## config.mk

```make
export PLATFORM = sky130hd
export DESIGN_NAME = cgsm_ctrl
export DESIGN_NICKNAME = d
export VERILOG_FILES = /design/src/pkg/cgsm_pkg.sv /design/src/verilog/cgsm_ctrl.sv
export SDC_FILE = /design/constraint.sdc
export NUM_CORES = 1
export LEC_CHECK = 0
export ABC_AREA = 0
export BUFFER_PORTS_ARGS = -buffer_cell sky130_fd_sc_hd__buf_2
export CAP_MARGIN = 20
export CORE_MARGIN = 2
export CORE_UTILIZATION = 35
export CTS_CLUSTER_SIZE = 20
export DETAILED_ROUTE_END_ITERATION = 8
export HOLD_SLACK_MARGIN = 0.02
export PLACE_DENSITY = 0.63
export SYNTH_ARGS = -nofsm -noshare
export SYNTH_HDL_FRONTEND = slang
export SYNTH_SLANG_ARGS = --single-unit
```

## constraint.sdc

```tcl
create_clock -name i_clk_sys -period 2 [get_ports i_clk_sys]
set_clock_uncertainty 0.2 [all_clocks]
set_input_delay 0.1 -clock i_clk_sys [delete_from_list [all_inputs] [get_ports i_clk_sys]]
set_output_delay 0.1 -clock i_clk_sys [all_outputs]
set_load 0.01 [all_outputs]
```

## src/pkg/cgsm_pkg.sv

```systemverilog
/*
  cgsm_pkg: shared types and constants for the clock-gating state controller.
  Assumes a single 50 MHz bus clock; no software-visible registers.
*/
package cgsm_pkg;

  // power states of the controller
  typedef enum logic [2:0] {
    ST_NORMAL    = 3'b000,
    ST_ACK_ISSUE = 3'b001,
    ST_ACK_WAIT  = 3'b010,
    ST_ENTRY     = 3'b011,
    ST_GATED     = 3'b100,
    ST_GATED_SNP = 3'b101,
    ST_HALTED    = 3'b110,
    ST_HALT_SNP  = 3'b111
  } cgsm_state_type;

  // latched wake events: management irq, soft init, two local irq pins
  typedef struct packed {
    logic       mgmt;
    logic       init;
    logic [1:0] lint;
  } cgsm_evt_type;

  // bus clocks from acknowledge response completion to gated state
  localparam int unsigned ENTRY_DELAY_CLKS = 20;
  localparam int unsigned ENTRY_CNT_W = 5;
  localparam logic [4:0] ENTRY_CNT_RST = 5'h00;
  localparam cgsm_evt_type EVT_NONE = '{mgmt: 1'b0, init: 1'b0, lint: 2'h0};

endpackage : cgsm_pkg

```

## src/verilog/cgsm_ctrl.sv

```systemverilog
/*
  cgsm_ctrl: low-power state controller for the clock-gated state and the
  snoop sub-states of the gated and halted states.
  Assumes: bus-side pins (stop request, irq pins, snoop) arrive asynchronously
  and are synchronised here; ack cycle issue and core halt come from logic on
  the same clock; i_srst is the processor reset, synchronous, active high.
*/
// How it works
// RULE1: on stop request issue gate-ack bus cycle; gate 20 clocks after its response.
// RULE2: chipset leaves terminated bus lines undriven while gated.
// RULE3: chipset holds other bus inputs inactive while gated.
// RULE4: reset while gated reinitialises but stays gated.
// RULE5: deasserting the stop request returns from gated to normal.
// RULE6: snoop seen while gated moves to gated snoop state.
// RULE7: latch irq, init and local irq pins while gated; service in normal.
// RULE8: at most one occurrence of each latched event is delivered.
// RULE9: snoops are answered from both gated and halted states.
// RULE10: stay in snoop sub-state until the snoop is serviced by anyone.
// RULE11: after servicing, return to the low-power state left.
// RULE12: halted returns to normal on management irq, init or local irq.
// RULE13: stop request raised while halted returns to halted afterwards.
// RULE14: stop request sampled as a level on the bus clock.
`timescale 1ns/10ps
module cgsm_ctrl (
  input wire logic i_clk_sys,
  input wire logic i_srst,
  input wire logic i_stop_clock_request_n,
  input wire logic i_system_mgmt_irq_n,
  input wire logic i_soft_init_n,
  input wire logic [1:0] i_local_irq_pins,
  input wire logic i_snoop_start,
  input wire logic i_snoop_done,
  input wire logic i_halt_entry,
  input wire logic i_ack_granted,
  input wire logic i_ack_resp_done,
  input wire logic i_evt_taken,
  output logic o_ack_cycle_req,
  output logic o_clock_gated,
  output logic o_halted,
  output logic o_snoop_active,
  output cgsm_pkg::cgsm_evt_type o_evt_pending,
  output logic o_evt_valid,
  output logic o_core_init
);

  // two-flop synchronisers for event and snoop pins; only stage 2 is read
  logic [3:0] sync1_q;
  logic [3:0] sync2_q;
  logic snp_s1_q;
  logic snp_s2_q;
  logic snpd_s1_q;
  logic snpd_s2_q;
  logic stop_s1_q;
  logic stop_s2_q;
  always_ff @(posedge i_clk_sys) begin
    if (i_srst) begin
      sync1_q <= 4'hF;
      sync2_q <= 4'hF;
      snp_s1_q <= 1'b0;
      snp_s2_q <= 1'b0;
      snpd_s1_q <= 1'b0;
      snpd_s2_q <= 1'b0;
    end else begin
      sync1_q <= {i_system_mgmt_irq_n, i_soft_init_n, ~i_local_irq_pins};
      sync2_q <= sync1_q;
      snp_s1_q <= i_snoop_start;
      snp_s2_q <= snp_s1_q;
      snpd_s1_q <= i_snoop_done;
      snpd_s2_q <= snpd_s1_q;
    end
  end

  // stop request synchroniser has no reset: forcing it inactive would read
  // as a stop release and drop the gated state right after a reset
  always_ff @(posedge i_clk_sys) begin
    stop_s1_q <= i_stop_clock_request_n;
    stop_s2_q <= stop_s1_q;
  end

  // active-high views of synchronised pins; stop request is a level, so a
  // glitch shorter than a clock reaches the state machine only if it spans a clock edge
  wire stop_req = ~stop_s2_q; // see RULE14
  cgsm_pkg::cgsm_evt_type evt_lvl;
  assign evt_lvl = '{mgmt: ~sync2_q[3], init: ~sync2_q[2], lint: ~sync2_q[1:0]};

  // rising-edge detect on events, so a held pin counts once
  cgsm_pkg::cgsm_evt_type evt_prev_q;
  cgsm_pkg::cgsm_evt_type evt_rise;
  assign evt_rise = evt_lvl & ~evt_prev_q;
  wire any_rise = |evt_rise;

  cgsm_pkg::cgsm_state_type state_q;
  cgsm_pkg::cgsm_state_type state_d;
  logic came_from_halt_q;
  logic came_from_halt_d;
  logic [cgsm_pkg::ENTRY_CNT_W-1:0] cnt_q;
  logic [cgsm_pkg::ENTRY_CNT_W-1:0] cnt_d;
  logic gated_q;
  cgsm_pkg::cgsm_evt_type pend_q;
  cgsm_pkg::cgsm_evt_type pend_d;

  localparam logic [4:0] ENTRY_LAST = 5'(cgsm_pkg::ENTRY_DELAY_CLKS - 1);

  // gated decode, shared by the state view and the registered gate flag
  function automatic logic is_gated(input cgsm_pkg::cgsm_state_type st);
    return (st == cgsm_pkg::ST_GATED) || (st == cgsm_pkg::ST_GATED_SNP);
  endfunction : is_gated

  wire in_gated = is_gated(state_q);

  // two-state copy for the reset decision: an unknown power-up state reads
  // as not gated, so the first reset always settles in normal
  bit rst_keep_gated;
  assign rst_keep_gated = in_gated;
  wire in_halt = (state_q == cgsm_pkg::ST_HALTED) || (state_q == cgsm_pkg::ST_HALT_SNP);

  // next-state logic
  always_comb begin
    state_d = state_q;
    came_from_halt_d = came_from_halt_q;
    cnt_d = cnt_q;
    unique case (state_q)
      cgsm_pkg::ST_NORMAL: begin
        if (stop_req) begin
          state_d = cgsm_pkg::ST_ACK_ISSUE; // see RULE1
          came_from_halt_d = 1'b0;
        end else if (i_halt_entry) begin
          state_d = cgsm_pkg::ST_HALTED;
        end
      end
      cgsm_pkg::ST_ACK_ISSUE: begin
        if (i_ack_granted) begin
          state_d = cgsm_pkg::ST_ACK_WAIT;
        end
      end
      cgsm_pkg::ST_ACK_WAIT: begin
        if (i_ack_resp_done) begin
          state_d = cgsm_pkg::ST_ENTRY;
          cnt_d = cgsm_pkg::ENTRY_CNT_RST;
        end
      end
      cgsm_pkg::ST_ENTRY: begin
        // bus still alive during the countdown, so the ack stays committed
        if (cnt_q == ENTRY_LAST) begin
          state_d = cgsm_pkg::ST_GATED; // see RULE1
        end else begin
          cnt_d = cnt_q + 5'h01;
        end
      end
      cgsm_pkg::ST_GATED: begin
        if (!stop_req) begin
          state_d = came_from_halt_q ? cgsm_pkg::ST_HALTED : cgsm_pkg::ST_NORMAL; // see RULE5 see RULE13
        end else if (snp_s2_q) begin
          state_d = cgsm_pkg::ST_GATED_SNP; // see RULE6 see RULE9
        end
      end
      cgsm_pkg::ST_GATED_SNP: begin
        if (snpd_s2_q) begin
          state_d = cgsm_pkg::ST_GATED; // see RULE10 see RULE11
        end
      end
      cgsm_pkg::ST_HALTED: begin
        if (stop_req) begin
          state_d = cgsm_pkg::ST_ACK_ISSUE;
          came_from_halt_d = 1'b1; // see RULE13
        end else if (any_rise) begin
          state_d = cgsm_pkg::ST_NORMAL; // see RULE12
        end else if (snp_s2_q) begin
          state_d = cgsm_pkg::ST_HALT_SNP; // see RULE9
        end
      end
      cgsm_pkg::ST_HALT_SNP: begin
        if (snpd_s2_q) begin
          state_d = cgsm_pkg::ST_HALTED; // see RULE10 see RULE11
        end
      end
    endcase
  end

  // pending events: set while gated, one bit per event, so repeats fold into
  // one; the set beats a same-cycle take by the core
  always_comb begin
    pend_d = pend_q;
    if (o_evt_valid && i_evt_taken) begin
      pend_d = cgsm_pkg::EVT_NONE; // see RULE8
    end
    if (in_gated) begin
      pend_d = pend_d | evt_rise; // see RULE7
    end
  end

  // state registers; reset while gated keeps the gated state, clearing its halt
  // return, the snoop sub-state and pending events
  always_ff @(posedge i_clk_sys) begin
    if (i_srst) begin
      state_q <= rst_keep_gated ? cgsm_pkg::ST_GATED : cgsm_pkg::ST_NORMAL; // see RULE4
      came_from_halt_q <= 1'b0;
      cnt_q <= cgsm_pkg::ENTRY_CNT_RST;
      pend_q <= cgsm_pkg::EVT_NONE;
      evt_prev_q <= cgsm_pkg::EVT_NONE;
      gated_q <= rst_keep_gated;
    end else begin
      state_q <= state_d;
      came_from_halt_q <= came_from_halt_d;
      cnt_q <= cnt_d;
      pend_q <= pend_d;
      evt_prev_q <= evt_lvl;
      gated_q <= is_gated(state_d);
    end
  end

  // init pulse to the core, high for each reset clock, when reset lands in the gated state
  logic core_init_q;
  always_ff @(posedge i_clk_sys) begin
    core_init_q <= i_srst & rst_keep_gated; // see RULE4
  end

  // outputs; pending events are held back until normal state
  assign o_ack_cycle_req = (state_q == cgsm_pkg::ST_ACK_ISSUE);
  assign o_clock_gated = gated_q;
  assign o_halted = in_halt;
  assign o_snoop_active = (state_q == cgsm_pkg::ST_GATED_SNP) || (state_q == cgsm_pkg::ST_HALT_SNP);
  assign o_evt_pending = pend_q;
  assign o_evt_valid = (state_q == cgsm_pkg::ST_NORMAL) && (|pend_q); // see RULE7 see RULE8
  assign o_core_init = core_init_q;

endmodule : cgsm_ctrl

```

==> results of run 1 <==
==> power by group through the flow <==
| stage | clock [mW] | sequential (mW) | combinational (mW) |
|---|---|---|---|
| final | 0.469 | 0.791 | 0.359 |
| after global routing | 0.515 | 0.801 | 0.400 |
| after CTS | 0.486 | 0.789 | 0.361 |
| after detailed placement | 0 | 0.802 | 0.348 |
| after global placement | 0 | 0.801 | 0.341 |
| after floorplan | 0 | 0.761 | 0.309 |
==> cells in the mapped netlist (all sizes together), types with 3 or more instances <==
cell / count / area (um2)
nor2: 19 / 71.3
a21oi: 7 / 35.0
dfxtp: 33 / 661
or2: 8 / 50.1
nand2: 11 / 41.3
a22oi: 6 / 45.0
inv: 6 / 22.5
nor2b: 6 / 37.5
a31oi: 3 / 18.8
or3: 3 / 18.8
buf: 7 / 42.5
==> cell type report <==
cell class | count | area (um2) | share of cell area
Clock buffer | 6 | 72.6 | 0.0450
Clock inverter | 2 | 10.0 | 0.00621
Inverter | 6 | 22.5 | 0.0140
Multi-Input combinational cell | 93 | 581 | 0.360
Sequential cell | 33 | 661 | 0.410
Tap cell | 48 | 60.1 | 0.0373
Timing Repair Buffer | 32 | 205 | 0.127
==> registers in the layout (all words and copies together), names as in the netlist <==
signal            flops
sync1_q               4
evt_prev_q            4
cnt_q                 5
o_clock_gated         1
snpd_s2_q             1
state_q               3
stop_s2_q             1
came_from_halt_q      1
snp_s1_q              1
snpd_s1_q             1
o_evt_pending         4
o_core_init           1
snp_s2_q              1
stop_s1_q             1
sync2_q               4
==> logic make-up (layout without fill, tap and decap cells) <==
logic type / after synthesis / in the layout / synth area share
xor gates and xnor gates: 1 / 1 / 0.00669
adders and majority gates: 1 / 1 / 0.00955
DFF: 33 / 33 / 0.504
AOI/OAI and AO/OA: 32 / 32 / 0.184
and+or+nand+nor: 59 / 59 / 0.243
buffers and inverters: 14 / 46 / 0.0525
==> per-layer routing <==
layer	GRT usage	vias up
met4	0.0781	0
li1	-	549
met5	0	-
met1	0.146	518
met3	0.0514	7
met2	0.222	26
==> critical path: cells and delay by family (launching register included) <==
kind            cells  cell delay (ps)
compound gates      1              180
flops               1              570
simple gates        3              850
==> layout by cell type, fill, tap and decap left out, types with 5 or more instances in the layout <==
master / synthesis / final
a21oi_1: 7 / 7
a22oi_1: 6 / 6
buf_2: 4 / 22
clkbuf_8: 0 / 5
dfxtp_1: 33 / 33
dlygate4sd3_1: 0 / 8
inv_1: 6 / 6
nand2_1: 11 / 11
nor2_1: 19 / 19
nor2b_1: 6 / 6
or2_2: 7 / 7
==> path summary, 6_finish.rpt <==
path | from | endpoint | slack, ps | depth (start not counted)
max reg2reg | state_q[1]$_SDFF_PP0_ | cnt_q[4]$_SDFFE_PP0P_ | 150 | 4
max | state_q[1]$_SDFF_PP0_ | cnt_q[4]$_SDFFE_PP0P_ | 150 | 4
min reg2reg | stop_s1_q$_DFF_P_ | stop_s2_q$_DFF_P_ | 130 | 0
min | i_evt_taken | o_evt_pending[1]$_SDFF_PP0_ | 50 | 4
==> timing repair <==
item                                   4_1_cts  5_1_grt
hold buffers                                 8        0
endpoints found under the hold margin        9        0
resized for setup                            0        0
==> through the flow <==
stage	hold slack [ps]	area, um2	setup WS (ps)	util
detailed placement	6.76	1450	192	0.399
floorplan	-72.3	1310	391	-
CTS	30.0	1610	166	0.444
finish	45.8	1610	152	0.444
global route	74.6	1610	36.8	0.444
global placement	3.54	1450	241	0.399
==> run_results.csv, run 1 <==
group,metric,value,unit
power_and_ir_drop,cellInternalPower,1.12,mW
floorplanning,die_width,65.2,um
route,routed_wl,2530,um
final_layout,fill_cells,364,
route,routedLengthMet1,1110,um
clock_network,htree_levels,2,
final_layout,final_layout_size_suffix_gt1_frac,0.250,
floorplanning,die_h,65.2,um
clock_network,cts-root-buf,"clkbuf_8",
clock_network,cts.sinks,33,
synth,synth_ff_type,"dfxtp_1",
place,dp_hpwl,1790,um
global_route,grt_pass1_wl,4290,um
power_and_ir_drop,swShare,0.306,
global_route,grt_max_degree,27,
final_layout,instances_no_fill,220,
synth,yosysSeqAreaShare,0.504,
clock_network,clock_path_buffers,2,
critical_path,worstPathMaxFanout,13,
final_layout,syn_to_final_growth,23.0,%
route,wl_per_cell,11.5,um
synth,syn_inst,140,
global_route,grtUsageTotal,0.134,
critical_path,slowest_stage,"dfxtp_1",
route,via_count,1100,
place,io_buffers,22,
power_and_ir_drop,comb_power_share,0.222,
run_status,outcome,"complete, no violations",
job,cap_violations,0,
critical_path,crit_arrival,1880,ps
clock_network,clk_latency,290,ps
sta,fmax,541,MHz
global_route,antenna_found_initial,0,
synth,ys_warn_count,0,
floorplanning,start_util,0.361,
power_and_ir_drop,clockPowerShare,0.290,
route,dr.pass1.iters,4,
floorplanning,rows,22,
sta,finalCritPeriodShare,0.924,
final_layout,nets,185,
sta,finalHoldViolCount,0,
critical_path,end_kind,"flop",
hold_path,hp-class,"in2reg",
critical_path,path_class,"reg2reg",
power_and_ir_drop,leakage,0.712,nW
place,gp_congestion,0.840,
synth,synth_edf_count,0,
floorplanning,ios,23,
power_and_ir_drop,finalPower,1.62,mW
clock_network,cts_tree,"built",
power_and_ir_drop,vdd_drop_max,445,uV
sta,period_needed,1850,ps
route,met2WireLength,1220,um
final_layout,antennaDiodeCount,0,
sta,worst_slew_pin_slew,430,ps
synth,syn-cell-area,1310,um2
route,via_per_inst,5.00,
clock_network,cts_made_buffers,5,
power_and_ir_drop,power_switching,496,uW
critical_path,cp_cell_sequence,"and2b_1 > o2111ai_2 > or4_1 > nand2_1",
route,final_antenna_net_count,0,
global_route,grt_pass1_vias,1007,
power_and_ir_drop,power.density,1000,nW/um2
power_and_ir_drop,p_seq_frac,0.489,
synth,synth_seq_cells,33,
critical_path,critPathRequiredTime,2030,ps
synth,synth_nets,154,
route,wl_met3,146,um
route,drc,0,
synth,synthArstFlopShare,0,
global_route,grt.overflow.total,0,
floorplanning,fp.coreArea,3630,um2
clock_network,clk_pin_slew,70,ps
clock_network,cts_setup_buffers,0,
synth,synth_cell_types,43,
place,dp_cells,204,
sta,drv_slew,0,
sta,rsz0062_at_grt,"no",
sta,finalSetupViolCount,0,
sta,tns,0,ps
route,drtIter0Drc,41,
critical_path,slowest_delay,570,ps
sta,slew_headroom,0.713,
route,top_layer_used,"met4",
critical_path,setup.worst_path.start_class,"flop",
synth,postSynthAreaPerCell,9.36,um2
floorplanning,die_area,4250,um2
Note: power is estimated with default switching activity, not from simulation.
==> inputs of run 2 (changes only) <==
BUFFER_PORTS_ARGS = default   (was -buffer_cell sky130_fd_sc_hd__buf_2)
DONT_BUFFER_PORTS = 1   (was default)
PLACE_DENSITY = 0.58   (was 0.63)
==> run 2 against run 1 <==
Compared with the run above:
- clock-buffer cell count increased by 1
- sequential power is 2% higher
- global-route usage decreased by 0.073 points
- critical path depth unchanged
- critical endpoint unchanged
- non-clock buffer count shrank 21
- cell area is 4.0% lower
- final cell count decreased by 9.5%
- flip-flop and latch count stayed put
- largest cell class unchanged
==> run_results.csv, run 2 (synthesis gave the netlist of run 1 again) <==
group,metric,value,unit
final_layout,instances_no_fill,199,
critical_path,worstPathMaxFanout,27,
place,gp_congestion,0.743,
clock_network,htree_levels,2,
final_layout,fill_cells,369,
sta,finalHoldViolCount,0,
final_layout,multi_input_area,581,um2
hold_path,hp-class,"in2reg",
final_layout,final_layout_size_suffix_gt1_frac,0.132,
hold_path,hold_depth,3,
critical_path,cp_num_cells,4,
hold_path,hp-start,"i_halt_entry",
clock_network,clk_pin_slew,60,ps
floorplanning,die_width,65.2,um
sta,timing.hold.ws,28.6,ps
global_route,grt_max_degree,28,
place,dp_cells,181,
route,via_per_inst,5.14,
run_status,outcome,"complete, no violations",
global_route,antenna_found_initial,0,
critical_path,slowest_stage,"dlygate4sd3_1",
place,place_area,1330,um2
sta,period_needed,1930,ps
power_and_ir_drop,leakage,0.629,nW
sta,worst_slew_pin_slew,936,ps
critical_path,path_class,"in2reg",
final_layout,post-route-util,0.426,
place,dp_hpwl,1780,um
route,via_count,1022,
critical_path,setup.worst_path.start_class,"primary input",
floorplanning,die_h,65.2,um
critical_path,slowest_delay,880,ps
final_layout,nets,164,
global_route,grtUsageTotal,0.134,
critical_path,reg2reg_from,"state_q[1]$_SDFF_PP0_",
power_and_ir_drop,vdd_drop_max,734,uV
route,dr.pass1.iters,4,
final_layout,seq_area,661,um2
final_layout,final_cell_mix,"dfxtp_1 (33), nor2_1 (19), nand2_1 (11), dlygate4sd3_1 (10)",
sta,finalSetupViolCount,0,
route,wl_per_cell,12.7,um
power_and_ir_drop,finalPower,1.74,mW
floorplanning,start_util,0.361,
global_route,grt_pass1_wl,4260,um
final_layout,final_common_cell,"dfxtp_1",
critical_path,crit_family,"simple AND/OR/NAND/NOR gates",
clock_network,cts-root-buf,"clkbuf_8",
floorplanning,die_area,4250,um2
clock_network,clock_path_buffers,2,
critical_path,end_kind,"flop",
final_layout,antennaDiodeCount,0,
route,drc,0,
final_layout,finalInstanceArea,1550,um2
critical_path,critPathRequiredTime,2020,ps
final_layout,largest_register,"cnt_q",
final_layout,largest_register_ffs,5,
sta,slew_headroom,0.374,
global_route,grt_pass1_vias,979,
job,cap_violations,0,
critical_path,cp_cell_sequence,"dlygate4sd3_1 > or2_1 > or4_1 > nand2_1",
critical_path,r2r_cells,4,
critical_path,worst-path-buf-inv,1,
floorplanning,ios,23,
sta,fmax,518,MHz
clock_network,clk_latency,270,ps
critical_path,crit_arrival,1950,ps
floorplanning,rows,22,
critical_path,critPathLaunch,"i_srst",
route,drtIter0Drc,27,
route,final_antenna_net_count,0,
sta,rsz0062_at_grt,"no",
sta,drv_slew,0,
clock_network,cts_made_buffers,5,
final_layout,syn_to_final_growth,18.1,%
clock_network,cts_tree,"built",
place,io_buffers,0,
place,dpl_worst_slack,187,ps
global_route,grt.overflow.total,0,
sta,finalCritPeriodShare,0.966,
sta,tns,0,ps
clock_network,cts.sinks,33,
sta,setup_slack,67.9,ps
route,routed_wl,2520,um
floorplanning,fp.coreArea,3630,um2
power_and_ir_drop,power.density,1120,nW/um2
## run 2: path summary, 6_finish.rpt
path                                               to  slack [ps]
worst max-delay path            cnt_q[4]$_SDFFE_PP0P_          70
worst min-delay path               state_q[2]$_DFF_P_          30
worst max register to register  cnt_q[4]$_SDFFE_PP0P_         190
worst min register to register      stop_s2_q$_DFF_P_         130
## run 2: worst register-to-register path, delay by kind of cell, from the launching register on
family	cells	cell delay (ps)
and+or+nand+nor	3	830
DFF	1	560
AOI/OAI and AO/OA	1	170
## run 2: layout make-up
| cell class | instances | share of cell area |
|---|---|---|
| clock buffer | 7 | 0.0558 |
| tap | 48 | 0.0388 |
| multi-input combinational | 93 | 0.375 |
| inverter | 6 | 0.0146 |
| clock inverter | 1 | 0.0194 |
| timing repair buffer | 11 | 0.0695 |
| sequential | 33 | 0.427 |
## run 2: power by group
part	total [mW]	switching [mW]	internal (mW)	leakage (nW)
registers	0.807	0.0915	0.715	0.271
logic	0.310	0.171	0.139	0.299
clock network	0.622	0.216	0.406	0.0585
## run 2: timing repair
item                      4_1_cts  5_1_grt
hold endpoints to repair       32        0
gates resized for setup         0        0
setup buffers                   0        0
hold buffers                   10        0
## run 2: per-layer routing
layer / GRT usage / share of wire / wire length, um
met1: 0.149 / 0.41 / 1030
met2: 0.221 / 0.50 / 1260
met3: 0.0651 / 0.084 / 212
met4: 0.0469 / 0.0067 / 17
met5: 0 / 0 / 0
==> inputs of run 3 (changes only) <==
==> constraint.sdc (replaced) <==
create_clock -name i_clk_sys -period 2 [get_ports i_clk_sys]
set_clock_uncertainty 0.2 [all_clocks]
set_input_delay 0.4 -clock i_clk_sys [delete_from_list [all_inputs] [get_ports i_clk_sys]]
set_output_delay 0.4 -clock i_clk_sys [all_outputs]
set_load 0.01 [all_outputs]
==> run 3 against run 2 <==
Compared with the run above:
- total power shrank 8.4%
- final cell count shrank 1.0%
- critical path type is now reg2out
- highest routed layer unchanged
- clock-buffer cell count shrank 2
- die area is the same
- global-route usage grew 0.24 points
- utilization shrank 1.4 points
- via count grew 0.98%
==> run_results.csv, run 3 (synthesis gave the netlist of run 1 again) <==
group,metric,value,unit
run_status,outcome,"complete, no violations",
clock_network,clk_pin_slew,70,ps
critical_path,cp_cell_sequence,"nor3_2 > nor2b_1",
critical_path,end_kind,"primary output",
global_route,antenna_found_initial,0,
floorplanning,fp.coreArea,3630,um2
floorplanning,die_width,65.2,um
route,drc,0,
route,routed_wl,2640,um
place,io_buffers,0,
power_and_ir_drop,power.density,1060,nW/um2
hold_path,hp-start,"i_snoop_done",
global_route,grt.overflow.total,0,
critical_path,path_class,"reg2out",
place,gp_congestion,0.743,
clock_network,htree_levels,2,
critical_path,r2r_end,"cnt_q[4]$_SDFFE_PP0P_",
critical_path,crit_arrival,1370,ps
clock_network,cts-resized-gates,0,
floorplanning,start_util,0.361,
final_layout,final_common_cell,"dfxtp_1",
hold_path,hold_end,"snpd_s1_q$_SDFF_PP0_",
route,dr.pass1.iters,4,
critical_path,reg2reg_setup_slack,180,ps
power_and_ir_drop,vdd_drop_max,511,uV
critical_path,cp_num_cells,2,
global_route,grt_pass1_vias,934,
final_layout,antennaDiodeCount,0,
sta,finalCritPeriodShare,0.987,
route,via_per_inst,5.24,
critical_path,critPathRequiredTime,1400,ps
final_layout,nets,162,
critical_path,worst-path-buf-inv,0,
final_layout,final_cell_mix,"dfxtp_1 (33), nor2_1 (19), nand2_1 (11), dlygate4sd3_1 (8)",
global_route,grt_max_degree,22,
final_layout,instances_no_fill,197,
clock_network,cts_tree,"built",
route,via_count,1032,
place,place_area,1330,um2
global_route,grtUsageTotal,0.136,
clock_network,cts_setup_buffers,0,
sta,period_needed,1970,ps
route,wl_per_cell,13.4,um
hold_path,hp-class,"in2reg",
floorplanning,ios,23,
critical_path,r2r_cells,4,
clock_network,clk_latency,280,ps
final_layout,post-route-util,0.412,
final_layout,syn_to_final_growth,14.3,%
final_layout,finalInstanceArea,1500,um2
hold_path,hold_depth,1,
floorplanning,die_h,65.2,um
place,dp_cells,181,
power_and_ir_drop,leakage,0.606,nW
route,final_antenna_net_count,0,
clock_network,cts_made_buffers,5,
final_layout,fill_cells,371,
final_layout,final_layout_size_suffix_gt1_frac,0.141,
critical_path,slowest_stage,"dfxtp_1",
clock_network,clock_path_buffers,2,
critical_path,worstPathMaxFanout,12,
route,drtIter0Drc,48,
clock_network,cts-root-buf,"clkbuf_8",
clock_network,cts.sinks,33,
sta,slew_headroom,0.512,
sta,worst_slew_pin_slew,729,ps
final_layout,largest_register_ffs,5,
job,cap_violations,0,
critical_path,setup.worst_path.start_class,"flop",
final_layout,seq_area,661,um2
sta,drv_slew,0,
critical_path,reg2reg_from,"state_q[1]$_SDFF_PP0_",
floorplanning,die_area,4250,um2
global_route,grt_pass1_wl,4230,um
sta,finalHoldViolCount,0,
critical_path,crit_family,"simple AND/OR/NAND/NOR gates",
power_and_ir_drop,finalPower,1.59,mW
place,dp_hpwl,1750,um
sta,rsz0062_at_grt,"yes",
sta,finalSetupViolCount,0,
floorplanning,rows,22,
critical_path,slowest_delay,430,ps
sta,fmax,507,MHz
final_layout,multi_input_area,581,um2
final_layout,largest_register,"cnt_q",
-- run 3: worst register-to-register path, stage by stage (launching register included) --
cell and delay, ps:
dfxtp_1 560, and2b_1 270, o2111ai_2 180, or4_1 490, nand2_1 70
-- run 3: worst max path at each step --
stage	start	endpoint	slack, ps
final	state_q[2]$_DFF_P_	o_evt_valid	30
after global routing	state_q[2]$_DFF_P_	o_evt_valid	-60
after CTS	state_q[2]$_DFF_P_	o_evt_valid	9
after detailed placement	state_q[1]$_SDFF_PP0_	cnt_q[4]$_SDFFE_PP0P_	190
after global placement	state_q[1]$_SDFF_PP0_	cnt_q[4]$_SDFFE_PP0P_	250
after floorplan	cnt_q[0]$_SDFFE_PP0P_	cnt_q[4]$_SDFFE_PP0P_	390
-- run 3: cell type report --
| type | count | share of cell area |
|---|---|---|
| flip-flops and latches | 33 | 0.441 |
| multi-input cells | 93 | 0.388 |
| repair buffers | 9 | 0.0585 |
| clock buffers | 5 | 0.0459 |
| well taps | 48 | 0.0401 |
| inverters | 6 | 0.0150 |
| clock inverters | 3 | 0.0117 |
-- run 3: repair_timing --
action | in CTS | in global routing
endpoints found under the setup margin | 0 | 2
hold endpoints to repair | 24 | 1
hold buffers | 7 | 1
-- run 3: stage by stage --
stage                     setup WS [ps]  hold slack, ps  TNS [ps]
after floorplan                     391             110         0
after global placement              252             112         0
after detailed placement            188             115         0
after CTS                          8.95            20.3         0
after global routing              -60.0            35.1     -91.5
final                              27.0            49.0         0
-- run 3: where the power goes --
group | leakage, nW | total, mW | internal, mW | switching (mW)
logic | 0.291 | 0.311 | 0.137 | 0.174
registers | 0.271 | 0.806 | 0.715 | 0.0910
clock network | 0.0439 | 0.476 | 0.240 | 0.236
-- run 3: routing by layer --
layer | GRT usage | wire [um]
met1 | 0.154 | 1130
met2 | 0.213 | 1290
met3 | 0.0651 | 186
met4 | 0.0677 | 29
met5 | 0 | 0
